**config.mk**
```make
export PLATFORM = sky130hd
export DESIGN_NAME = blw_fsm
export DESIGN_NICKNAME = d
export VERILOG_FILES = /design/src/blw_pkg.sv /design/src/blw_fsm.sv /design/src/blw_sync.sv /design/src/blw_timer.sv
export VERILOG_INCLUDE_DIRS = /design/src
export SDC_FILE = /design/constraint.sdc
export NUM_CORES = 1
export LEC_CHECK = 0
export ABC_AREA = 1
export BUFFER_PORTS_ARGS = -buffer_cell sky130_fd_sc_hd__clkbuf_2
export CAP_MARGIN = 15
export CORE_MARGIN = 5
export CORE_UTILIZATION = 50
export DETAILED_ROUTE_END_ITERATION = 6
export PLACE_DENSITY = 0.71
export RECOVER_POWER = 25
export SYNTH_ARGS = -nofsm -noshare
export SYNTH_HDL_FRONTEND = slang
export SYNTH_SLANG_ARGS = --single-unit
```
**constraint.sdc**
```tcl
create_clock -name i_sys_clk -period 5.8 [get_ports i_sys_clk]
set_clock_uncertainty 0.15 [all_clocks]
set_input_delay 1.45 -clock i_sys_clk [delete_from_list [all_inputs] [get_ports i_sys_clk]]
set_output_delay 1.45 -clock i_sys_clk [all_outputs]
set_load 0.03 [all_outputs]
```
**src/blw_defs.svh**
```systemverilog
/*
  constants for the lockout / waiting state machine: register offsets, field positions,
  reset values and timing counts.
  assumes inclusion by bare name from the state machine, the monitor and the bench.
*/
`ifndef BLW_DEFS_SVH
`define BLW_DEFS_SVH

// register byte offsets
`define BLW_CTRL_OFS      12'h000
`define BLW_CFG_OFS       12'h004
`define BLW_COND_OFS      12'h008
`define BLW_STAT_OFS      12'h00C
`define BLW_LOCK_OFS      12'h010
// control bits (write one, self clearing)
`define BLW_CTRL_START    0
`define BLW_CTRL_STOP     1
`define BLW_CTRL_ACK      2
// config fields
`define BLW_CFG_LVR       0
`define BLW_CFG_POM_LSB   1
`define BLW_CFG_RELIGHT_LSB 4
`define BLW_CFG_RESET     32'h0000_0000
// pilot off mode encodings
`define BLW_POM_OFF_AFTER_MAIN 2'h1
`define BLW_POM_FOLLOW_MAIN    2'h2
// failures before lockout
`define BLW_IGN_FAIL_MAX  2'h3
// position error timeout, microseconds
`define BLW_POS_TMO_US    1000
`define BLW_CLK_MHZ       25
// edges held in power on after reset release, so synchronised inputs are valid
`define BLW_ARM_LAST      2'h3
`define BLW_POS_TMO_CYC   (`BLW_POS_TMO_US * `BLW_CLK_MHZ)
`endif

```
**src/blw_pkg.sv**
```systemverilog
/*
  types shared by the lockout / waiting state machine files.
  assumes blw_defs.svh on the include path.
*/
package blw_pkg;
  typedef enum logic [3:0] {
    BLW_POWER_ON  = 4'h0,
    BLW_READY     = 4'h1,
    BLW_WAITING   = 4'h3,
    BLW_STARTUP   = 4'h2,
    BLW_PREPURGE  = 4'h6,
    BLW_IGNITION  = 4'h7,
    BLW_PILOT     = 4'h5,
    BLW_LOW_FIRE  = 4'h4,
    BLW_PROCESS   = 4'hC,
    BLW_ALARM     = 4'hD,
    BLW_LOCKOUT   = 4'h8
  } blw_state_e;

  typedef enum logic [1:0] {
    BLW_PP_PROVE_AIR = 2'h0,
    BLW_PP_PURGE     = 2'h1,
    BLW_PP_REQ_PILOT = 2'h3,
    BLW_PP_OTHER     = 2'h2
  } blw_pp_sub_e;

  // field condition inputs, all synchronised before use
  typedef struct packed {
    logic alarm;
    logic wait_cond;
    logic main_perm;
    logic purge_pos;
    logic airflow;
    logic pilot_pos;
    logic lightoff_pos;
    logic flame;
    logic ign_fail;
  } blw_cond_s;

  typedef struct packed {
    logic pilot;
    logic shutoff_valve_first;
    logic shutoff_valve_second;
    logic valve;
    logic coil;
    logic ign_enable;
  } blw_out_s;
endpackage

```
**src/blw_fsm.sv**
```systemverilog
/*
  master state machine: entry to and exit from lockout, entry to waiting, safety outputs
  and purge events, with an apb slave for commands, settings and status.
  assumes field inputs are asynchronous and the retained power-down flags are static
  straps that are stable at reset release.
*/
// The register offsets and the APB slave port were left to the implementer.
// What this block does
// - alarm in any running state forces lockout
// - power on goes to lockout if a retained lockout is unacknowledged
// - lockout holds all safety outputs off and purges once on entry
// - pre-purge locks out on unproven purge position outside request-pilot
// - pre-purge locks out on unproven airflow in prove-airflow or purge
// - pre-purge locks out on unproven pilot position in request-pilot
// - third consecutive pilot ignition failure causes lockout
// - flame loss past relight limit in fuel states causes lockout
// - flame already present on entering ignition causes lockout
// - light-off position unproven after position timeout in pilot causes lockout
// - waiting entered on user start from ready or wait condition
// - waiting is running with all safety outputs off
// - purge on entering waiting from fuel state only
// - power on restarts into waiting when running, restart enabled, clean
// - ignition failure below three returns to waiting
// - flame loss within relight limit in ignition or pilot returns to waiting
// - main permissive with pilot-off mode off-after-main or follow returns to waiting
// - acknowledge leaves lockout for ready, then alarm if still present
`timescale 1ns/1ps
`default_nettype none
`include "blw_defs.svh"
module blw_fsm
  import blw_pkg::*;
#(
  parameter int unsigned POS_TMO_CYC = `BLW_POS_TMO_CYC
) (
  input  wire logic        i_sys_clk,
  input  wire logic        i_resetn,
  input  wire logic        psel,
  input  wire logic        penable,
  input  wire logic        pwrite,
  input  wire logic [11:0] paddr,
  input  wire logic [31:0] pwdata,
  output logic      [31:0] prdata,
  output logic             pready,
  output logic             pslverr,
  input  wire blw_cond_s   i_cond,
  input  wire logic [1:0]  i_pp_sub,
  input  wire logic        i_was_running,
  input  wire logic        i_lock_retained,
  output blw_out_s         o_safety,
  output logic             o_purge,
  output logic [3:0]       o_state
);
  ////////////////////////////////////////////////////////////////////////////
  // synchronised field inputs
  blw_cond_s   cond;
  logic [1:0]  pp_raw;
  blw_pp_sub_e pp_sub;

  blw_sync #(.W($bits(blw_cond_s) + 2)) blw_sync_inst (
    .i_sys_clk (i_sys_clk),
    .i_resetn  (i_resetn),
    .i_async   ({i_cond, i_pp_sub}),
    .o_sync    ({cond, pp_raw})
  );
  assign pp_sub = blw_pp_sub_e'(pp_raw);

  ////////////////////////////////////////////////////////////////////////////
  // state declarations
  blw_state_e state_q, state_d;
  blw_state_e prev_q, prev_d;
  logic [1:0] fail_q, fail_d;
  logic [3:0] relight_q, relight_d;
  logic       lock_msg_q, lock_msg_d;
  logic       strap_q, strap_d;
  logic       was_run_q, was_run_d;
  logic       purge_q, purge_d;
  logic       flame_prev_q, flame_prev_d;
  blw_out_s   safety_q, safety_d;
  logic [3:0] state_out_q, state_out_d;
  logic       start_q, start_d;
  logic       stop_q, stop_d;
  logic       ack_q, ack_d;
  logic [31:0] cfg_q, cfg_d;
  logic [31:0] rdata_q, rdata_d;
  logic        rdy_q, rdy_d;
  logic        err_q, err_d;
  logic        pos_tmo;

  ////////////////////////////////////////////////////////////////////////////
  // apb slave: one wait state, reads registered
  logic       lvr_en;
  logic [1:0] pom;
  logic [3:0] relight_max;
  logic       apb_acc;
  logic       apb_wr;

  assign lvr_en      = cfg_q[`BLW_CFG_LVR];
  assign pom         = cfg_q[`BLW_CFG_POM_LSB +: 2];
  assign relight_max = cfg_q[`BLW_CFG_RELIGHT_LSB +: 4];
  assign apb_acc     = psel && penable && !rdy_q;
  assign apb_wr      = apb_acc && pwrite;

  always_comb begin
    cfg_d   = cfg_q;
    rdata_d = 32'h0000_0000;
    rdy_d   = apb_acc;
    err_d   = 1'b0;
    start_d = 1'b0;
    stop_d  = 1'b0;
    ack_d   = 1'b0;
    if (apb_acc) begin
      unique case (paddr)
        `BLW_CTRL_OFS: begin
          if (pwrite) begin
            start_d = pwdata[`BLW_CTRL_START];
            stop_d  = pwdata[`BLW_CTRL_STOP];
            ack_d   = pwdata[`BLW_CTRL_ACK];
          end
        end
        `BLW_CFG_OFS: begin
          if (pwrite) begin
            cfg_d = {25'h0000000, pwdata[6:0]};
          end else begin
            rdata_d = cfg_q;
          end
        end
        `BLW_COND_OFS: rdata_d = {23'h000000, cond};
        `BLW_STAT_OFS: rdata_d = {20'h00000, fail_q, relight_q, was_run_q, purge_q,
                                  state_q};
        `BLW_LOCK_OFS: rdata_d = {31'h00000000, lock_msg_q};
        default:       err_d   = 1'b1;
      endcase
    end
  end

  always_ff @(posedge i_sys_clk or negedge i_resetn) begin
    if (!i_resetn) begin
      cfg_q   <= `BLW_CFG_RESET;
      rdata_q <= 32'h0000_0000;
      rdy_q   <= 1'b0;
      err_q   <= 1'b0;
      start_q <= 1'b0;
      stop_q  <= 1'b0;
      ack_q   <= 1'b0;
    end else begin
      cfg_q   <= cfg_d;
      rdata_q <= rdata_d;
      rdy_q   <= rdy_d;
      err_q   <= err_d;
      start_q <= start_d;
      stop_q  <= stop_d;
      ack_q   <= ack_d;
    end
  end
  assign prdata  = rdata_q;
  assign pready  = rdy_q;
  assign pslverr = err_q;

  ////////////////////////////////////////////////////////////////////////////
  // position error timer, runs while pilot waits for light-off position
  blw_timer #(.LIMIT(POS_TMO_CYC)) blw_timer_inst (
    .i_sys_clk (i_sys_clk),
    .i_resetn  (i_resetn),
    .i_run     ((state_q == BLW_PILOT) && !cond.lightoff_pos),
    .o_done    (pos_tmo)
  );

  ////////////////////////////////////////////////////////////////////////////
  // master state machine
  function automatic logic is_running(input blw_state_e s);
    is_running = (s == BLW_WAITING) || (s == BLW_STARTUP) || (s == BLW_PREPURGE) ||
                 is_fuel(s);
  endfunction

  function automatic logic is_fuel(input blw_state_e s);
    is_fuel = (s == BLW_IGNITION) || (s == BLW_PILOT) || (s == BLW_LOW_FIRE) ||
              (s == BLW_PROCESS);
  endfunction

  logic lock_go;
  logic wait_go;
  logic flame_loss;
  logic relight_over;
  logic pom_main;

  always_comb begin
    state_d      = state_q;
    prev_d       = state_q;
    fail_d       = fail_q;
    relight_d    = relight_q;
    lock_msg_d   = lock_msg_q;
    strap_d      = strap_q;
    was_run_d    = was_run_q;
    flame_prev_d = cond.flame;
    lock_go      = 1'b0;
    wait_go      = 1'b0;
    flame_loss   = flame_prev_q && !cond.flame;
    relight_over = relight_q >= relight_max;
    pom_main     = (pom == `BLW_POM_OFF_AFTER_MAIN) || (pom == `BLW_POM_FOLLOW_MAIN);

    if (is_running(state_q)) begin
      lock_go = cond.alarm || stop_q;
    end
    unique case (state_q)
      BLW_POWER_ON: begin
        if (strap_q) begin
          lock_go = 1'b1;
        end else if (cond.alarm) begin
          state_d = BLW_READY;
        end else if (was_run_q && lvr_en) begin
          wait_go = 1'b1;
        end else begin
          state_d = BLW_READY;
        end
      end
      BLW_READY: begin
        if (cond.alarm) begin
          state_d = BLW_ALARM;
        end else if (start_q) begin
          wait_go = 1'b1;
        end
      end
      BLW_WAITING: begin
        state_d = BLW_WAITING;
      end
      BLW_ALARM: begin
        if (!cond.alarm) begin
          state_d = BLW_READY;
        end
      end
      BLW_LOCKOUT: begin
        if (ack_q) begin
          state_d    = BLW_READY;
          lock_msg_d = 1'b0;
        end
      end
      BLW_STARTUP: begin
        if (cond.airflow) begin
          lock_go = 1'b1;
        end
        wait_go = cond.wait_cond;
      end
      BLW_PREPURGE: begin
        if (!cond.purge_pos && (pp_sub != BLW_PP_REQ_PILOT)) begin
          lock_go = 1'b1;
        end
        if (!cond.airflow && ((pp_sub == BLW_PP_PROVE_AIR) || (pp_sub == BLW_PP_PURGE))) begin
          lock_go = 1'b1;
        end
        if (!cond.pilot_pos && (pp_sub == BLW_PP_REQ_PILOT)) begin
          lock_go = 1'b1;
        end
        wait_go = cond.wait_cond;
      end
      BLW_IGNITION: begin
        if ((prev_q != BLW_IGNITION) && cond.flame) begin
          lock_go = 1'b1;
        end
        if (cond.ign_fail) begin
          fail_d = fail_q + 2'h1;
          if (fail_q + 2'h1 >= `BLW_IGN_FAIL_MAX) begin
            lock_go = 1'b1;
          end else begin
            wait_go = 1'b1;
          end
        end
        if (flame_loss) begin
          relight_d = relight_q + 4'h1;
          if (relight_over) begin
            lock_go = 1'b1;
          end else begin
            wait_go = 1'b1;
          end
        end
        if (cond.flame && !cond.ign_fail && (prev_q == BLW_IGNITION)) begin
          fail_d = 2'h0;
        end
      end
      BLW_PILOT: begin
        if (pos_tmo) begin
          lock_go = 1'b1;
        end
        if (flame_loss) begin
          relight_d = relight_q + 4'h1;
          if (relight_over) begin
            lock_go = 1'b1;
          end else begin
            wait_go = 1'b1;
          end
        end
        if (cond.wait_cond || (cond.main_perm && pom_main)) begin
          wait_go = 1'b1;
        end
      end
      BLW_LOW_FIRE, BLW_PROCESS: begin
        if (flame_loss && relight_over) begin
          lock_go = 1'b1;
        end else if (flame_loss) begin
          relight_d = relight_q + 4'h1;
          wait_go   = 1'b1;
        end
        if (cond.wait_cond || (cond.main_perm && pom_main)) begin
          wait_go = 1'b1;
        end
      end
      default: begin
        lock_go = 1'b1;
      end
    endcase

    if (lock_go) begin
      state_d    = BLW_LOCKOUT;
      lock_msg_d = 1'b1;
    end else if (wait_go) begin
      state_d = BLW_WAITING;
    end
    if (state_q == BLW_READY && state_d == BLW_WAITING) begin
      relight_d = 4'h0;
    end
    strap_d   = (state_q == BLW_POWER_ON) ? 1'b0 : strap_q;
    was_run_d = (state_q == BLW_POWER_ON) ? 1'b0 : was_run_q;
  end

  // outputs: fuel paths off in every state, fuel states included
  always_comb begin
    purge_d     = 1'b0;
    safety_d    = '0;
    state_out_d = state_d;
    if ((state_d == BLW_LOCKOUT) && (state_q != BLW_LOCKOUT)) begin
      purge_d = 1'b1;
    end
    if ((state_d == BLW_WAITING) && (state_q != BLW_WAITING) && is_fuel(state_q)) begin
      purge_d = 1'b1;
    end
    // every state is de-energised; nothing else drives o_safety, so it stays all zero
    safety_d.ign_enable = 1'b0;
  end

  // straps caught after reset release; the power-on decision waits until the
  // synchronisers hold real field values, so an alarm at power up is not missed
  logic [1:0] arm_q;
  logic [1:0] arm_d;
  assign arm_d = (arm_q == `BLW_ARM_LAST) ? arm_q : arm_q + 2'h1;
  always_ff @(posedge i_sys_clk or negedge i_resetn) begin
    if (!i_resetn) begin
      arm_q <= 2'h0;
    end else begin
      arm_q <= arm_d;
    end
  end

  always_ff @(posedge i_sys_clk or negedge i_resetn) begin
    if (!i_resetn) begin
      state_q      <= BLW_POWER_ON;
      prev_q       <= BLW_POWER_ON;
      fail_q       <= 2'h0;
      relight_q    <= 4'h0;
      lock_msg_q   <= 1'b0;
      strap_q      <= 1'b0;
      was_run_q    <= 1'b0;
      flame_prev_q <= 1'b0;
      purge_q      <= 1'b0;
      safety_q     <= '0;
      state_out_q  <= 4'h0;
    end else if (arm_q != `BLW_ARM_LAST) begin
      strap_q    <= i_lock_retained;
      was_run_q  <= i_was_running;
      lock_msg_q <= i_lock_retained;
    end else begin
      state_q      <= state_d;
      prev_q       <= prev_d;
      fail_q       <= fail_d;
      relight_q    <= relight_d;
      lock_msg_q   <= lock_msg_d;
      strap_q      <= strap_d;
      was_run_q    <= was_run_d;
      flame_prev_q <= flame_prev_d;
      purge_q      <= purge_d;
      safety_q     <= safety_d;
      state_out_q  <= state_out_d;
    end
  end

  assign o_safety = safety_q;
  assign o_purge  = purge_q;
  assign o_state  = state_out_q;
endmodule // blw_fsm
`default_nettype wire

```
**src/blw_sync.sv**
```systemverilog
/*
  two flip-flop synchroniser, one per bit of a vector.
  assumes the input is asynchronous to i_sys_clk.
*/
`timescale 1ns/1ps
`default_nettype none
module blw_sync #(
  parameter int W = 1
) (
  input  wire logic         i_sys_clk,
  input  wire logic         i_resetn,
  input  wire logic [W-1:0] i_async,
  output logic      [W-1:0] o_sync
);
  logic [W-1:0] meta_q;
  logic [W-1:0] sync_q;

  always_ff @(posedge i_sys_clk or negedge i_resetn) begin
    if (!i_resetn) begin
      meta_q <= '0;
      sync_q <= '0;
    end else begin
      meta_q <= i_async;
      sync_q <= meta_q;
    end
  end
  assign o_sync = sync_q;
endmodule // blw_sync
`default_nettype wire

```
**src/blw_timer.sv**
```systemverilog
/*
  up counter that reports when a preset count has elapsed while enabled.
  assumes a synchronous enable from the same clock.
*/
`timescale 1ns/1ps
`default_nettype none
module blw_timer #(
  parameter int unsigned LIMIT = 25000
) (
  input  wire logic i_sys_clk,
  input  wire logic i_resetn,
  input  wire logic i_run,
  output logic      o_done
);
  logic [31:0] cnt_q;
  logic [31:0] cnt_d;
  logic        done_q;
  logic        done_d;

  always_comb begin
    cnt_d  = cnt_q;
    done_d = 1'b0;
    if (!i_run) begin
      cnt_d = 32'h0000_0000;
    end else if (cnt_q >= 32'(LIMIT - 1)) begin
      done_d = 1'b1;
    end else begin
      cnt_d = cnt_q + 32'h0000_0001;
    end
  end

  always_ff @(posedge i_sys_clk or negedge i_resetn) begin
    if (!i_resetn) begin
      cnt_q  <= 32'h0000_0000;
      done_q <= 1'b0;
    end else begin
      cnt_q  <= cnt_d;
      done_q <= done_d;
    end
  end
  assign o_done = done_q;
endmodule // blw_timer
`default_nettype wire

```
* Word-level counts from Yosys, hierarchy flattened
Index checks and enable logic that the tools add are counted.
Storage, ports and cells: logic and storage cells 183, output and inout bits 45, flip-flop bits (word level) 120
Operators by class: mux-type cells 74, magnitude comparators 3, reductions and logical operators 51, equality and inequality tests 29, bitwise gates (word level) 1, add/sub/neg operators 4
Operators by type and width (count):
- $mux 32 | 2
- $mux 1 | 52
- $pmux 12 s4 | 1
- $mux 4 | 11
- $add 32x1->32 const B | 1
- $ge 32x15->1 const B | 1
- $eq 12x4->1 const B | 2
- $eq 4x3->1 const B | 5
- $pmux 4 s5 | 1
- $logic_and 1x1->1 | 17
- $eq 4x4->1 const B | 4
- $eq 12x3->1 const B | 1
- $eq 12x5->1 const B | 1
- $eq 4x2->1 const B | 3
- $logic_not 12->1 | 1
- $mux 12 | 1
- $logic_or 1x1->1 | 10
- $reduce_and 3->1 | 3
- $reduce_bool 3->1 | 3
- $pmux 4 s2 | 1
- $logic_not 1->1 | 7
- $mux 7 | 1
- $pmux 1 s7 | 1
- $eq 2x2->1 const B | 3
- other kinds (21) | 29

* Longest topological paths before layout
word-level depth 17, gate-level depth with buffers 15, gate-level depth less buffers 15

* By module
From an unflattened synthesis, not the netlist that was laid out.
Second synthesis, totals: cells, all modules 638, area, all modules 5079.9 µm²
Modules (own cells, without submodules):
- blw_fsm | seq. area each 1126.1 µm², cells each 368, times used 1, area each 2755.1 µm²
- blw_timer | seq. area each 825.8 µm², cells each 248, times used 1, area each 1774.2 µm²
- blw_sync | seq. area each 550.5 µm², cells each 22, times used 1, area each 550.5 µm²

* Least setup slack after synthesis
Ideal clock, no wire load.
path type input port to flip-flop, from in paddr[11], to reg rdata_q[4], in the netlist prdata[4], arrival 2.574 ns, setup time 0.063 ns, buffers on the path 0, slack 3.013 ns, stages on the path 11, path through nor2_1 > nand2_1 > nor3_1 > nand2_1 > inv_1 > nand4_2 > inv_1 > nand2_1 > o211ai_1 > nand2_1 > inv_1
On the way: cells in the longest elaborated chain, start to end 3
Ends and longest elaborated chain:
- start: declaration | line blw_fsm.sv:40 | input wire logic [11:0] paddr,
- $eq 12x5->1, or another cell as far along | line blw_fsm.sv:112 | unique case (paddr)
- $pmux 12 s4 (*) | line blw_fsm.sv:112
- $mux 12 (*) | line blw_fsm.sv:111 | if (apb_acc) begin
- named net rdata_d[4] | line blw_fsm.sv:84 | logic [31:0] rdata_q, rdata_d;
- end signal: assignment | line blw_fsm.sv:147 | rdata_q <= rdata_d;
- end: declaration | line blw_fsm.sv:84
Mark *: on every way through the listed nets, which the timed path passes. The rest lies on a longest branch. A chain may end at the register's enable or synchronous reset.

* Worst setup path after layout
from reg state_out_q[3], in the netlist o_state[3], to out o_state[3]
RTL lines:
- start: declaration | line blw_fsm.sv:79 | logic [3:0] state_out_q, state_out_d;
- start signal: assignment | line blw_fsm.sv:380 | state_out_q <= state_out_d;
- end: declaration | line blw_fsm.sv:51 | output logic [3:0] o_state
No word-level cell between the ends.

==> qor.yml <==
timing:
  finalSetupViolCount: 0
  slew_headroom_pct: 50.2
  fin_setup_tns_ns: 0
  tightestPinTransition_ns: 0.747
  timing.hold.ws_ns: 0.198
  maxSlewViolCount: 0
  finalHoldViolCount: 0
  fin_crit_ns: 2.90
  fin_crit_sh_pct: 50.0
  rsz0062_at_grt: "false"
  timing.fmax_mhz: 345
clock_network:
  cts-hold-fix-buffers: 0
  postCtsSetupBuffers: 0
  htreeDepth: 3
  clkTransAtPathRegs_ns: 0.10
  cts.sinks: 100
  clock_latency_ns: 0.37
  cts_tree: "yes"
  cts_resized: 0
  numCtsBuffers: 9
  clock_path_buffers: 2
  cts-root-buf: "clkbuf_8"
global_routing:
  grt_max_degree: 62
  grt_pass1_vias: 3818
  grt_overflow_total: 0
  antenna_found_initial: 0
  grt_pass1_wl_um: 17500
  grt_usage_pct: 18.9
layout:
  final_nets: 695
  area_growth_pct: 10.6
  design_area_um2: 5340
  drive_gt1_share_pct: 15.1
  diodes: 0
  final_cell_mix: "nand2_1, dfrtp_1, inv_1"
  final_common_cell: "nand2_1"
detailed_routing:
  via_per_inst: 5.11
  drc_errors: 0
  drt_first_pass_iters: 6
  wire_per_inst_um: 13.7
  vias: 3886
  drt-total-wl_um: 10400
  ant_nets: 0
  drt_iter0_drc: 158
run_status:
  status: "finished clean"
hold_path:
  hold_path.class: "reg -> reg"
pwr:
  p_leak_nw: 2.67
  ir_worst_vdd_mv: 0.172
  power_density_nw_per_um2: 301
synth:
  synthCells: 567
  syn_area_um2: 4830
  synth_mux_area_share_pct: 0
  synthDistinctLibCells: 39
  syn_avg_cell_area_um2: 8.52
  yosysWarnings: 0
  synth_top_family_by_area: "simple AND/OR/NAND/NOR gates"
  synth_seq_area_share_pct: 51.8
  synth.top_cell.area_share_pct: 51.8
  synth_area_leader_cell: "dfrtp_1"
  synthTopCellsByArea: "dfrtp_1, nand2_1, inv_1"
  synth_fa_ha_area_share_pct: 1.81
  synth-compound-area-share_pct: 7.66
  ys_ff_latch: 100
  synthSimpleGateAreaFrac_pct: 25.6
  synth-xor-area-share_pct: 1.81
die:
  coreArea_um2: 9330
  die_w_um: 108
  dieArea_um2: 11700
  start_util_pct: 51.8
  die_y_um: 108
  num_rows: 35
  io_pins: 107
job:
  maxCapViolCount: 0
placed_design:
  place_congestion: 1.00
  hpwlAfterDp_um: 7850
  place_area_um2: 5140
  io_buffers: 55
setup_path:
  start_kind: "flop"
  path_cells: "clkbuf_2"
  worstPathMaxFanout: 11
  cpPeakStageDelay_ns: 0.64
  crit_arrival_ns: 1.30
  cp_top_family: "flip-flops"
  cp-end-kind: "primary output"
  worst-path-buf-inv: 1
  path_class: "reg -> out"
  cp_slowest_cell: "dfrtp_1"
  critPathRequiredTime_ns: 4.20
## per-stage QoR
stage          setup WS [ns]  std cells  util, %  power [W]
4_1_cts                 2.90        760     57.3    0.00162
2_1_floorplan           3.01        592        -    0.00108
3_5_place_dp            2.59        744     55.2    0.00118
5_1_grt                 2.71        760     57.3    0.00171
6_report                2.90        760     57.3    0.00161
3_3_place_gp            2.62        744     55.2    0.00117
## cells by family (layout without fill, tap and decap cells)
| group | count (synthesis) | after routing |
|---|---|---|
| other cells | 1 | 26 |
| xor+xnor | 10 | 10 |
| flops | 100 | 100 |
| buf+inv | 117 | 156 |
| compound gates | 63 | 63 |
| fa+ha+maj | 7 | 7 |
| simple gates | 269 | 269 |
## Yosys cell counts (all sizes together)
master / n
conb: 1
a22oi: 1
o31ai: 7
buf: 29
o22ai: 2
xor2: 8
dfrtp: 100
nand2: 116
nand3b: 2
a21oi: 12
nor3: 13
xnor2: 2
a31oi: 4
clkinv: 1
clkbuf: 4
o21a: 1
o32ai: 1
or2: 2
nand4: 22
nand3: 36
o21ai: 31
nor2: 74
inv: 83
ha: 7
o211ai: 4
nor4: 4
## cell type report
| class | instances | area, um^2 |
|---|---|---|
| Clock buffer | 10 | 138 |
| Clock inverter | 6 | 65.1 |
| Fill cell | 837 | 3990 |
| Inverter | 84 | 315 |
| Multi-Input combinational cell | 375 | 1880 |
| Sequential cell | 100 | 2500 |
| Tap cell | 129 | 161 |
| Timing Repair Buffer | 56 | 283 |
## power by group
group          switching (W)  internal, W  total, W
clock network       0.000261     0.000180  0.000442
logic               0.000250     0.000115  0.000365
registers          0.0000603     0.000742  0.000802
## flip-flops by register name (all words and copies together), names as in the netlist, 2 cells and up
name and cells:
prdata 12, o_state 4, blw_sync_inst.meta_q 11, blw_sync_inst.o_sync 11, cfg_q 7, blw_timer_inst.cnt_q 32, prev_q 4, fail_q 2
arm_q 2, relight_q 4
## final timing paths
kind	start	end	slack, ns	cells past startpoint
min in group asynchronous	i_resetn	prdata[4]	0.98	1
worst min-delay path	blw_sync_inst.meta_q[3]	blw_sync_inst.o_sync[3]	0.20	0
worst max register to register	blw_timer_inst.cnt_q[0]	blw_timer_inst.cnt_q[8]	3.25	11
worst max-delay path	o_state[3]	o_state[3]	2.90	1
worst min register to register	blw_sync_inst.meta_q[3]	blw_sync_inst.o_sync[3]	0.20	0
max in group asynchronous	i_resetn	blw_timer_inst.cnt_q[22]	3.53	2
## metal layers
metal	part of all wire (%)	up-vias	wire (um)	track usage, %
li1	-	1885	-	-
met1	42	1867	4330	24.0
met2	51	115	5290	32.5
met3	5.4	19	564	3.40
met4	1.8	0	187	6.58
met5	0	-	0	0
Note: power is estimated with default switching activity, not from simulation.
